**config.mk**
```make
export PLATFORM = sky130hd
export DESIGN_NAME = daq_core
export DESIGN_NICKNAME = d
export VERILOG_FILES = /design/src/shared/daq_pkg.sv /design/src/rtl/rate_counter.sv /design/src/rtl/daq_core.sv
export SDC_FILE = /design/constraint.sdc
export NUM_CORES = 1
export LEC_CHECK = 0
export BUFFER_PORTS_ARGS = -buffer_cell sky130_fd_sc_hd__buf_2
export CORE_UTILIZATION = 40
export DETAILED_ROUTE_END_ITERATION = 7
export GPL_TIMING_DRIVEN = 0
export PLACE_DENSITY = 0.6
export SLEW_MARGIN = 0
export SYNTH_ARGS = -nofsm -noshare
export SYNTH_HDL_FRONTEND = slang
export SYNTH_HIERARCHICAL = 1
export SYNTH_SLANG_ARGS = --single-unit
```
**constraint.sdc**
```tcl
create_clock -name sys_clk_i -period 6.3 [get_ports sys_clk_i]
set_input_delay 1.89 -clock sys_clk_i [delete_from_list [all_inputs] [get_ports sys_clk_i]]
set_output_delay 1.89 -clock sys_clk_i [all_outputs]
set_load 0.02 [all_outputs]
```
**src/shared/daq_pkg.sv**
```systemverilog
// Package: constants for the acquisition board data and pacing block
package daq_pkg;
    // ------------------------------------------------------------------
    // Converter coding
    // ------------------------------------------------------------------
    localparam int          CONV_BITS      = 12;
    localparam int          WORD_BITS      = 16;
    localparam int          NATIVE_SHIFT   = 4;
    localparam logic [11:0] CODE_MIN       = 12'h000;
    localparam logic [11:0] CODE_MAX       = 12'hFFF;
    localparam logic [11:0] CODE_MID       = 12'h800;
    localparam logic [11:0] DAC_RESET_CODE = 12'h000;
    // ------------------------------------------------------------------
    // Digital ports
    // ------------------------------------------------------------------
    localparam int          DIN_BITS       = 3;
    localparam int          DOUT_BITS      = 4;
    localparam logic [3:0]  DOUT_RESET     = 4'h0;
    // ------------------------------------------------------------------
    // Interval timer
    // ------------------------------------------------------------------
    localparam int          NUM_COUNTERS   = 3;
    localparam int          CNT_BITS       = 16;
    localparam logic [15:0] CNT_RESET      = 16'hFFFF;
    localparam logic [15:0] CNT_MIN_SINGLE = 16'h0002;
    localparam logic [15:0] CNT_MIN_CHAIN  = 16'h0002;
    localparam int          SYS_CLK_HZ     = 40_000_000;
    localparam int          OSC_HZ         = 1_000_000;
    localparam int          OSC_DIV        = SYS_CLK_HZ / OSC_HZ;
    localparam int          OSC_DIV_BITS   = 6;
    // Pacing source select
    localparam logic [1:0]  PACE_CTR2      = 2'h0;
    localparam logic [1:0]  PACE_CHAIN     = 2'h1;
    localparam logic [1:0]  PACE_EXT       = 2'h2;
    // Write select for counter load
    localparam logic [1:0]  SEL_CTR0       = 2'h0;
    localparam logic [1:0]  SEL_CTR1       = 2'h1;
    localparam logic [1:0]  SEL_CTR2       = 2'h2;
endpackage

```
**src/rtl/rate_counter.sv**
```systemverilog
// Rate-generator down counter with gate and level-sensitive tick enable input
module rate_counter
#(
    parameter int WIDTH = daq_pkg::CNT_BITS
)(
    // Clock and reset
    input  wire logic             clk_i,
    input  wire logic             rst_n_i,
    // Control
    input  wire logic             tick_i,
    input  wire logic             gate_i,
    input  wire logic             load_i,
    input  wire logic [WIDTH-1:0] reload_i,
    // Status
    output logic      [WIDTH-1:0] count_o,
    output logic                  pulse_o
);
    import daq_pkg::*;

    logic [WIDTH-1:0] period_reg, period_next;
    logic [WIDTH-1:0] count_reg,  count_next;
    logic             pulse_reg,  pulse_next;

    always_comb
    begin
        period_next = period_reg;
        count_next  = count_reg;
        pulse_next  = 1'b0;
        if (load_i)
        begin
            period_next = reload_i;
            count_next  = reload_i;
        end
        else if (tick_i && gate_i)
        begin
            if (count_reg <= WIDTH'(1))
            begin
                count_next = period_reg;
                pulse_next = 1'b1;
            end
            else
            begin
                count_next = count_reg - WIDTH'(1);
            end
        end
    end

    always_ff @(posedge clk_i or negedge rst_n_i)
    begin
        if (!rst_n_i)
        begin
            period_reg <= '1;
            count_reg  <= '1;
            pulse_reg  <= 1'b0;
        end
        else
        begin
            period_reg <= period_next;
            count_reg  <= count_next;
            pulse_reg  <= pulse_next;
        end
    end

    assign count_o = count_reg;
    assign pulse_o = pulse_reg;

    a_gate_holds: assert property (@(posedge clk_i) disable iff (!rst_n_i)
        (!gate_i && !load_i) |=> (count_reg == $past(count_reg)))
        else $error("Counter moved while gate low");
endmodule // rate_counter

```
**src/rtl/daq_core.sv**
```systemverilog
// Digital side of the acquisition board: coding, ports, timer and pacing
module daq_core
(
    // Clock and reset
    input  wire logic                           sys_clk_i,
    input  wire logic                           nrst_i,
    // Converter result
    input  wire logic                           adc_valid_i,
    input  wire logic [daq_pkg::CONV_BITS-1:0]  adc_code_i,
    output logic      [daq_pkg::WORD_BITS-1:0]  adc_word_o,
    output logic                                adc_word_valid_o,
    // Analog output loads
    input  wire logic                           dac0_wr_i,
    input  wire logic                           dac1_wr_i,
    input  wire logic [daq_pkg::WORD_BITS-1:0]  dac_data_i,
    output logic      [daq_pkg::CONV_BITS-1:0]  dac0_code_o,
    output logic      [daq_pkg::CONV_BITS-1:0]  dac1_code_o,
    // Digital ports
    input  wire logic                           dout_wr_i,
    input  wire logic [daq_pkg::WORD_BITS-1:0]  dout_data_i,
    input  wire logic                           din_bit_one_i,
    input  wire logic                           din_bit_two_i,
    input  wire logic                           din_bit_three_i,
    output logic      [daq_pkg::WORD_BITS-1:0]  din_word_o,
    output logic                                dout_bit_zero_o,
    output logic                                dout_bit_one_o,
    output logic                                dout_bit_two_o,
    output logic                                dout_bit_three_o,
    // Counter programming
    input  wire logic                           cnt_wr_i,
    input  wire logic [1:0]                     cnt_sel_i,
    input  wire logic [daq_pkg::CNT_BITS-1:0]   cnt_data_i,
    input  wire logic                           ctr2_osc_sel_i,
    input  wire logic [1:0]                     pace_src_i,
    // Counter connector pins
    input  wire logic                           counter_zero_clock_in_i,
    input  wire logic                           counter_one_clock_in_i,
    input  wire logic                           gate0_i,
    input  wire logic                           gate1_i,
    input  wire logic                           gate2_i,
    input  wire logic                           ext_pace_i,
    output logic                                counter_zero_out_o,
    output logic                                counter_one_out_o,
    output logic                                pacer_counter_out_o,
    output logic                                pace_tick_o,
    output logic      [daq_pkg::CNT_BITS-1:0]   cnt0_value_o,
    output logic      [daq_pkg::CNT_BITS-1:0]   cnt1_value_o,
    output logic      [daq_pkg::CNT_BITS-1:0]   cnt2_value_o
);
    import daq_pkg::*;

    // ------------------------------------------------------------------
    // Reset release
    // ------------------------------------------------------------------
    logic rst_meta_reg, rst_n_reg;
    always_ff @(posedge sys_clk_i or negedge nrst_i)
    begin
        if (!nrst_i)
        begin
            rst_meta_reg <= 1'b0;
            rst_n_reg    <= 1'b0;
        end
        else
        begin
            rst_meta_reg <= 1'b1;
            rst_n_reg    <= rst_meta_reg;
        end
    end

    // ------------------------------------------------------------------
    // Data coding and ports
    // ------------------------------------------------------------------
    logic [WORD_BITS-1:0] adc_word_reg, adc_word_next;
    logic                 adc_vld_reg,  adc_vld_next;
    logic [CONV_BITS-1:0] dac0_reg, dac0_next, dac1_reg, dac1_next;
    logic [DOUT_BITS-1:0] dout_reg, dout_next;
    logic [WORD_BITS-1:0] din_reg,  din_next;

    always_comb
    begin
        adc_vld_next  = adc_valid_i;
        adc_word_next = adc_word_reg;
        if (adc_valid_i)
            adc_word_next = {adc_code_i, {NATIVE_SHIFT{1'b0}}};
        dac0_next = dac0_wr_i ? dac_data_i[CONV_BITS-1:0] : dac0_reg;
        dac1_next = dac1_wr_i ? dac_data_i[CONV_BITS-1:0] : dac1_reg;
        dout_next = dout_wr_i ? dout_data_i[DOUT_BITS-1:0] : dout_reg;
        din_next  = {{(WORD_BITS-DIN_BITS){1'b0}},
                     din_bit_three_i, din_bit_two_i, din_bit_one_i};
    end

    always_ff @(posedge sys_clk_i or negedge rst_n_reg)
    begin
        if (!rst_n_reg)
        begin
            adc_word_reg <= 16'h0000;
            adc_vld_reg  <= 1'b0;
            dac0_reg     <= DAC_RESET_CODE;
            dac1_reg     <= DAC_RESET_CODE;
            dout_reg     <= DOUT_RESET;
            din_reg      <= 16'h0000;
        end
        else
        begin
            adc_word_reg <= adc_word_next;
            adc_vld_reg  <= adc_vld_next;
            dac0_reg     <= dac0_next;
            dac1_reg     <= dac1_next;
            dout_reg     <= dout_next;
            din_reg      <= din_next;
        end
    end

    // ------------------------------------------------------------------
    // Timer clock edges
    // ------------------------------------------------------------------
    // Pin clocks taken as synchronous; only rising edges count
    logic [OSC_DIV_BITS-1:0] osc_cnt_reg, osc_cnt_next;
    logic c0_in_reg, c1_in_reg, ext_reg, c0_out_d_reg, c2_out_d_reg;
    logic osc_tick, c0_tick, c1_tick, c2_tick, ext_tick;
    logic [NUM_COUNTERS-1:0] cnt_pulse;
    logic [CNT_BITS-1:0]     cnt_val [NUM_COUNTERS];
    logic [NUM_COUNTERS-1:0] tick_vec, gate_vec, load_vec;

    always_comb
    begin
        osc_tick     = (osc_cnt_reg == OSC_DIV_BITS'(OSC_DIV - 1));
        osc_cnt_next = osc_tick ? '0 : osc_cnt_reg + OSC_DIV_BITS'(1);
    end

    always_ff @(posedge sys_clk_i or negedge rst_n_reg)
    begin
        if (!rst_n_reg)
        begin
            osc_cnt_reg  <= '0;
            c0_in_reg    <= 1'b0;
            c1_in_reg    <= 1'b0;
            ext_reg      <= 1'b0;
            c0_out_d_reg <= 1'b0;
            c2_out_d_reg <= 1'b0;
        end
        else
        begin
            osc_cnt_reg  <= osc_cnt_next;
            c0_in_reg    <= counter_zero_clock_in_i;
            c1_in_reg    <= counter_one_clock_in_i;
            ext_reg      <= ext_pace_i;
            c0_out_d_reg <= cnt_pulse[0];
            c2_out_d_reg <= cnt_pulse[2];
        end
    end

    // Chaining is external wiring, so the pin edges already carry it
    assign c0_tick  = counter_zero_clock_in_i & ~c0_in_reg;
    assign c1_tick  = counter_one_clock_in_i & ~c1_in_reg;
    assign c2_tick  = ctr2_osc_sel_i ? osc_tick : 1'b1;
    assign ext_tick = ext_pace_i & ~ext_reg;
    assign tick_vec = {c2_tick, c1_tick, c0_tick};
    assign gate_vec = {gate2_i, gate1_i, gate0_i};

    // ------------------------------------------------------------------
    // Counters
    // ------------------------------------------------------------------
    genvar gi;
    generate
        for (gi = 0; gi < NUM_COUNTERS; gi++)
        begin : g_cnt
            assign load_vec[gi] = cnt_wr_i && (cnt_sel_i == 2'(gi));
            rate_counter #(.WIDTH(CNT_BITS)) u_cnt (
                .clk_i    (sys_clk_i),
                .rst_n_i  (rst_n_reg),
                .tick_i   (tick_vec[gi]),
                .gate_i   (gate_vec[gi]),
                .load_i   (load_vec[gi]),
                .reload_i (cnt_data_i),
                .count_o  (cnt_val[gi]),
                .pulse_o  (cnt_pulse[gi])
            );
        end
    endgenerate

    // ------------------------------------------------------------------
    // Pacing select and outputs
    // ------------------------------------------------------------------
    // Counter output pins are low pulses one cycle wide, idle high; pace_tick_o is a high pulse, idle low
    logic pace_next, pace_reg, c0o_reg, c1o_reg, c2o_reg;
    logic [CNT_BITS-1:0] v0_reg, v1_reg, v2_reg;

    always_comb
    begin
        case (pace_src_i)
            PACE_CTR2:  pace_next = cnt_pulse[2];
            PACE_CHAIN: pace_next = cnt_pulse[1] | (cnt_pulse[0] & ~c0_out_d_reg);
            PACE_EXT:   pace_next = ext_tick;
            default:    pace_next = 1'b0;
        endcase
    end

    always_ff @(posedge sys_clk_i or negedge rst_n_reg)
    begin
        if (!rst_n_reg)
        begin
            pace_reg <= 1'b0;
            c0o_reg  <= 1'b1;
            c1o_reg  <= 1'b1;
            c2o_reg  <= 1'b1;
            v0_reg   <= CNT_RESET;
            v1_reg   <= CNT_RESET;
            v2_reg   <= CNT_RESET;
        end
        else
        begin
            pace_reg <= pace_next;
            c0o_reg  <= ~cnt_pulse[0];
            c1o_reg  <= ~cnt_pulse[1];
            c2o_reg  <= ~cnt_pulse[2];
            v0_reg   <= cnt_val[0];
            v1_reg   <= cnt_val[1];
            v2_reg   <= cnt_val[2];
        end
    end

    // No overrun flag: a new sample simply replaces the old one
    assign adc_word_o          = adc_word_reg;
    assign adc_word_valid_o    = adc_vld_reg;
    assign dac0_code_o         = dac0_reg;
    assign dac1_code_o         = dac1_reg;
    assign din_word_o          = din_reg;
    assign dout_bit_zero_o     = dout_reg[0];
    assign dout_bit_one_o      = dout_reg[1];
    assign dout_bit_two_o      = dout_reg[2];
    assign dout_bit_three_o    = dout_reg[3];
    assign counter_zero_out_o  = c0o_reg;
    assign counter_one_out_o   = c1o_reg;
    assign pacer_counter_out_o = c2o_reg;
    assign pace_tick_o         = pace_reg;
    assign cnt0_value_o        = v0_reg;
    assign cnt1_value_o        = v1_reg;
    assign cnt2_value_o        = v2_reg;

    // ------------------------------------------------------------------
    // Checks
    // ------------------------------------------------------------------
    a_native_low_zero: assert property (@(posedge sys_clk_i) disable iff (!rst_n_reg)
        adc_word_o[3:0] == 4'h0)
        else $error("Native word low bits not zero");
    a_native_shift: assert property (@(posedge sys_clk_i) disable iff (!rst_n_reg)
        adc_valid_i |=> adc_word_o[15:4] == $past(adc_code_i))
        else $error("Native word does not hold code");
    a_dac_truncate: assert property (@(posedge sys_clk_i) disable iff (!rst_n_reg)
        dac0_wr_i |=> dac0_code_o == $past(dac_data_i[11:0]))
        else $error("DAC code not truncated to twelve bits");
    a_dac_indep: assert property (@(posedge sys_clk_i) disable iff (!rst_n_reg)
        (dac0_wr_i && !dac1_wr_i) |=> $stable(dac1_code_o))
        else $error("DAC channel one changed on channel zero load");
    a_din_upper: assert property (@(posedge sys_clk_i) disable iff (!rst_n_reg)
        din_word_o[15:3] == 13'h0000)
        else $error("Digital input upper bits not zero");
    a_dout_write: assert property (@(posedge sys_clk_i) disable iff (!rst_n_reg)
        dout_wr_i |=> dout_reg == $past(dout_data_i[3:0]))
        else $error("Digital output not updated on write");
    a_ext_pace: assert property (@(posedge sys_clk_i) disable iff (!rst_n_reg)
        (pace_src_i == PACE_EXT && ext_pace_i && !ext_reg) |=> pace_tick_o)
        else $error("External pacing edge lost");
    a_ctr2_pulse: assert property (@(posedge sys_clk_i) disable iff (!rst_n_reg)
        cnt_pulse[2] |=> !pacer_counter_out_o)
        else $error("Pacer output did not pulse");
endmodule // daq_core

```
# Word-level counts from Yosys, hierarchy flattened
# Cells that the tools add are included.
dict set report totals {
  input_bits 81
  register_bits 207
}
dict set report classes {
  eq_ne 5
  addsub 4
  bitwise 12
  n_lt_le_gt_ge 3
  n_reduce_logical 11
  n_mux 21
}
# op count
set op_table {}
lappend op_table {{$mux 16} 9}
lappend op_table {{$le 16x1->1 const B} 3}
lappend op_table {{$sub 16x1->16 const B} 3}
lappend op_table {{$mux 1} 10}
lappend op_table {{$not 1->1} 7}
lappend op_table {{$add 6x1->6 const B} 1}
lappend op_table {{$eq 6x6->1 const B} 1}
lappend op_table {{$logic_and 1x1->1} 6}
lappend op_table {{$mux 6} 1}
lappend op_table {{$reduce_bool 2->1} 3}
lappend op_table {{$and 1x1->1} 4}
lappend op_table {{$eq 2x1->1 const B} 2}
lappend op_table {{$eq 2x2->1 const B} 2}
lappend op_table {{$logic_not 2->1} 2}
lappend op_table {{$pmux 1 s3} 1}
lappend op_table {{$or 1x1->1} 1}

# Depth between registers and ports, before layout
dict set report logic_depth {
  ltp_word 5
  mapped_depth 10
  depth_no_buf 9
}

# Hierarchy
# Netlist, hierarchy kept.
# mod seq_area_each_um2 cells_per_inst instances area_per_inst_um2
set by_module_without_submodules {}
lappend by_module_without_submodules {{rate_counter at g_cnt[0].u_cnt ...} 865.8 199 2 1919.3}
lappend by_module_without_submodules {daq_core 2766.4 199 1 3572.2}
lappend by_module_without_submodules {{rate_counter at g_cnt[2].u_cnt} 865.8 196 1 1913.1}

# Worst setup path after synthesis
# OpenSTA, ideal clock, no wires.
dict set report synth_timing {
  path_kind {input port to flip-flop}
  from {in cnt_sel_i[1]}
  to {reg g_cnt[0].u_cnt.count_reg[14]}
  t_arrival_ps 3103
  setup_slack_ps 3115
  stages 5
  n_path_buf 2
  setup_time_ps 82
  path_cell_list {nor3b_1 -> buf_1 -> clkbuf_1 -> nand2_1 -> a22oi_1}
}
dict set report synth_via {
  elab_chain_cells 3
  elab_cells_between_ends 4
}
# element line
set synth_rtl {}
lappend synth_rtl {{start, declared} daq_core.sv:31} ;# input wire logic [1:0] cnt_sel_i,
lappend synth_rtl {{$logic_not 2->1 (*)} daq_core.sv:168} ;# assign load_vec[gi] = cnt_wr_i && (cnt_sel_i == 2'(gi));
lappend synth_rtl {{$logic_and 1x1->1 (*)} daq_core.sv:168}
lappend synth_rtl {{$mux 16 / $reduce_bool 2->1 (equally long branches)} -}
lappend synth_rtl {{end signal, assigned} rate_counter.sv:59} ;# count_reg <= count_next;
lappend synth_rtl {{end, declared} rate_counter.sv:21} ;# logic [WIDTH-1:0] count_reg, count_next;
# Mark *: on every way between the ends. The rest lies on a longest branch, timed or not.
# A chain may end at the register's enable or synchronous reset.

# Worst setup path after layout
dict set report layout_timing {
  from {in cnt_sel_i[1]}
  to {reg g_cnt[0].u_cnt.count_reg[5]}
}
dict set report layout_via {
  elab_chain_cells 3
  elab_cells_between_ends 4
}
# element line
set layout_rtl {}
lappend layout_rtl {{$logic_not 2->1 (*)} daq_core.sv:168}
lappend layout_rtl {{$logic_and 1x1->1 (*)} daq_core.sv:168}
lappend layout_rtl {{net load_vec[0]} daq_core.sv:123} ;# logic [NUM_COUNTERS-1:0] tick_vec, gate_vec, load_vec;
lappend layout_rtl {{$mux 16 / $reduce_bool 2->1 (equally long branches)} -}
# Mark *: on every way through the listed nets, which the timed path passes. The rest lies on a longest branch.

==> metrics <==
final hold slack=171 ps; status=completed; Final Cell Area=0.0114 mm^2; DR vias/cell=between 5 and 6; met2 WL=11100 um; Worst Tran Pin Value=roughly 1000 ps; Post-synth top flop=dfstp_2; post-synthesis mux area share=8.40%; root buffer cell=clkbuf_16; final period utilization=53.6%; placed cell area=0.0107 mm^2; share of the yosys chip area belonging to registers=a little under three fifths; Max IR drop VDD=between 0.00015 and 0.0002 V; I/O pin count=194; first-pass GRT wire length=around 37000 um; initial antenna violation count=0; Slew headroom=30.7%; top sig layer=met4; Req. time, crit path=6720 ps; asr flop ratio synth=100%; pin count of the biggest net entering global routing=between 70 and 80; post-layout minimum cycle time=3380 ps; Synth Area in Compound Gates=12.8%; Post-route DRC=0; CP Data Arrival Time=3800 ps; worst-path maximum fanout=10; Via Count=7053; vias in the first global route=about 6900; Post-Layout Cell Count=about 1300; Post-Synthesis Cell Area=0.00932 mm^2; H-tree depth=1; Synth Instances=793; startpoint types=primary input; layout cells sized above 1=46.6%; fillcell total=between 2000 and 2500; min-delay worst type=reg -> async; WL final=23400 um; final hold violations=0; die height=155 um; Critical Path Sink Type=flop; Synth area leaders=dfstp_2 (41%), dfrtp_1 (16%), mux2_2 (8.0%); Bufs on Longest Clock Path=3; Inst Count DP=~1300; Post CTS Setup Buffer Count=0; core area=0.0228 mm^2; FMAX=296 MHz; Initial Util=40.9%; global route total overflow=0; dpl ws=2410 ps; commonest non-fill, non-tap cell in the layout=buf_2; RSZ-0062 raised after global routing=no; num rows=55; top cell type's share of synthesized area=41.4%; input/output buffers=160; GRT Util Overall=19.7%; initial drt markers=459; Routed Antenna Nets=0; die footprint=roughly 0.024 mm^2; post-CTS resize count=0; static leakage=4.77 nW; # hold bufs at CTS=0; total negative setup slack=0 ps; simple-gate portion of the synthesized area=13.8%; Fin Clk Skew=7.95 ps; Power per Cell Area=341 mW/mm^2; Layout Area Growth over Synthesis=22.2%; routed wl met3=between 1500 and 2000 um; routed len/inst=between 15 and 20 um; clock transition at the registers of the reported paths=60 ps; Clock Sink Count=207; CTS buffer count=23; ant diodes=0; Skew-Pair Late Insertion Delay=510 ps; post-synth cell types=74; most frequent cells in the layout=buf_2 (166), dfstp_2 (147), mux2_2 (66); DIE WIDTH=155 um; max-cap viol count=0; post-synthesis xor/xnor area fraction=1.69%; Yosys top cell by area=dfstp_2; # setup viols final=0; Routability Congestion=0.951; Final Slew Violations=0; syn_area_per_cell=11.8 um^2; post-detail-place hpwl=approximately 17000 um; met1 WL=10100 um; Yosys reg bits=207; PnR worst setup slack=2920 ps; Adder-Cell Fraction of Synth Area=0.939%; Post-synth EDFFs=0; CTS tree=built; DR pass1 iterations=5; Setup CP Type=in -> reg; nets=1085; YS warnings=6; largest family of logic cells by synthesized area=simple AND/OR/NAND/NOR gates
## worst paths after layout
path                                           from                                endpoint  slack [ps]  depth (start not counted)
max in group asynchronous                    nrst_i                     rst_n_reg$_DFF_PN0_        5030                          1
min                             rst_n_reg$_DFF_PN0_                osc_cnt_reg[0]$_DFF_PN0_         170                          0
min in group sys_clk_i       rst_meta_reg$_DFF_PN0_                     rst_n_reg$_DFF_PN0_         350                          0
max                                    cnt_sel_i[1]   g_cnt[0].u_cnt/count_o[5]$_DFFE_PN1P_        2920                          6
max reg2reg                osc_cnt_reg[0]$_DFF_PN0_  g_cnt[2].u_cnt/count_o[10]$_DFFE_PN1P_        3680                          9
min reg2reg                     rst_n_reg$_DFF_PN0_                osc_cnt_reg[0]$_DFF_PN0_         170                          0
## through the flow
| step | util (%) | power, W |
|---|---|---|
| floorplan | - | 0.00234 |
| global placement | 46.4 | 0.00259 |
| detailed placement | 46.8 | 0.00261 |
| CTS | 50.0 | 0.00393 |
| global route | 50.0 | 0.00408 |
| finish | 50.0 | 0.00389 |
## power by group
group | total, W | leakage [nW] | internal (W) | switching, W
combinational | 0.000750 | 2.15 | 0.000297 | 0.000452
sequential | 0.00184 | 2.26 | 0.00167 | 0.000167
clock | 0.00130 | 0.358 | 0.000789 | 0.000512
## metal layers
| metal | vias to the layer above | GRT usage (%) |
|---|---|---|
| met1 | 3476 | 26.7 |
| met3 | 35 | 3.33 |
| met5 | - | 0 |
| met2 | 269 | 32.6 |
| met4 | 0 | 5.19 |
| li1 | 3273 | - |
## final cells by class
cell class                      instances  area, um^2  share of cell area [%]
Buffer                                 52         299                    2.62
Timing Repair Buffer                  163         883                    7.75
Clock inverter                          7        91.3                   0.801
Sequential cell                       207        5370                    47.1
Clock buffer                           33         643                    5.64
Tap cell                              313         392                    3.44
Multi-Input combinational cell        512        3580                    31.4
Inverter                               38         143                    1.25
## critical path, stage by stage
cell and delay, ps:
buf_2 110, nor3b_1 500, buf_1 530, clkbuf_1 450
nand2_1 190, o211ai_1 130
## kinds of logic after synthesis
family	after synthesis
AO/OA/AOI/OAI	174
XOR/XNOR	18
adder cells (fa/ha/maj)	7
buffers and inverters	90
flip-flops	207
multiplexers	70
other	2
AND/OR/NAND/NOR	225
## synth_stat cells, types with 4 or more instances
cell type  count
mux2_2        66
xnor2_1       12
o2111ai_1      4
buf_2          6
a22oi_1        8
o211ai_1      10
xor2_1         6
mux2i_1        4
o21ai_0       34
a21o_1         4
buf_4         21
and3_1         4
a21oi_1       30
a311oi_1       5
nand4b_1       4
clkbuf_1      17
dfstp_2      147
inv_1         38
o31ai_1       10
nand3_1       23
nand4_1       12
a2bb2oi_1     11
a32oi_1        4
o221ai_1       4
nor2_1        50
ha_1           7
a311o_1        4
and2_1         4
nor4_1         6
nor4_2         5
dfrtp_1       60
o21ai_1        9
nor3_1        24
nand2_1       53
a31oi_1       10
buf_1          4
Note: power is estimated with default switching activity, not from simulation.
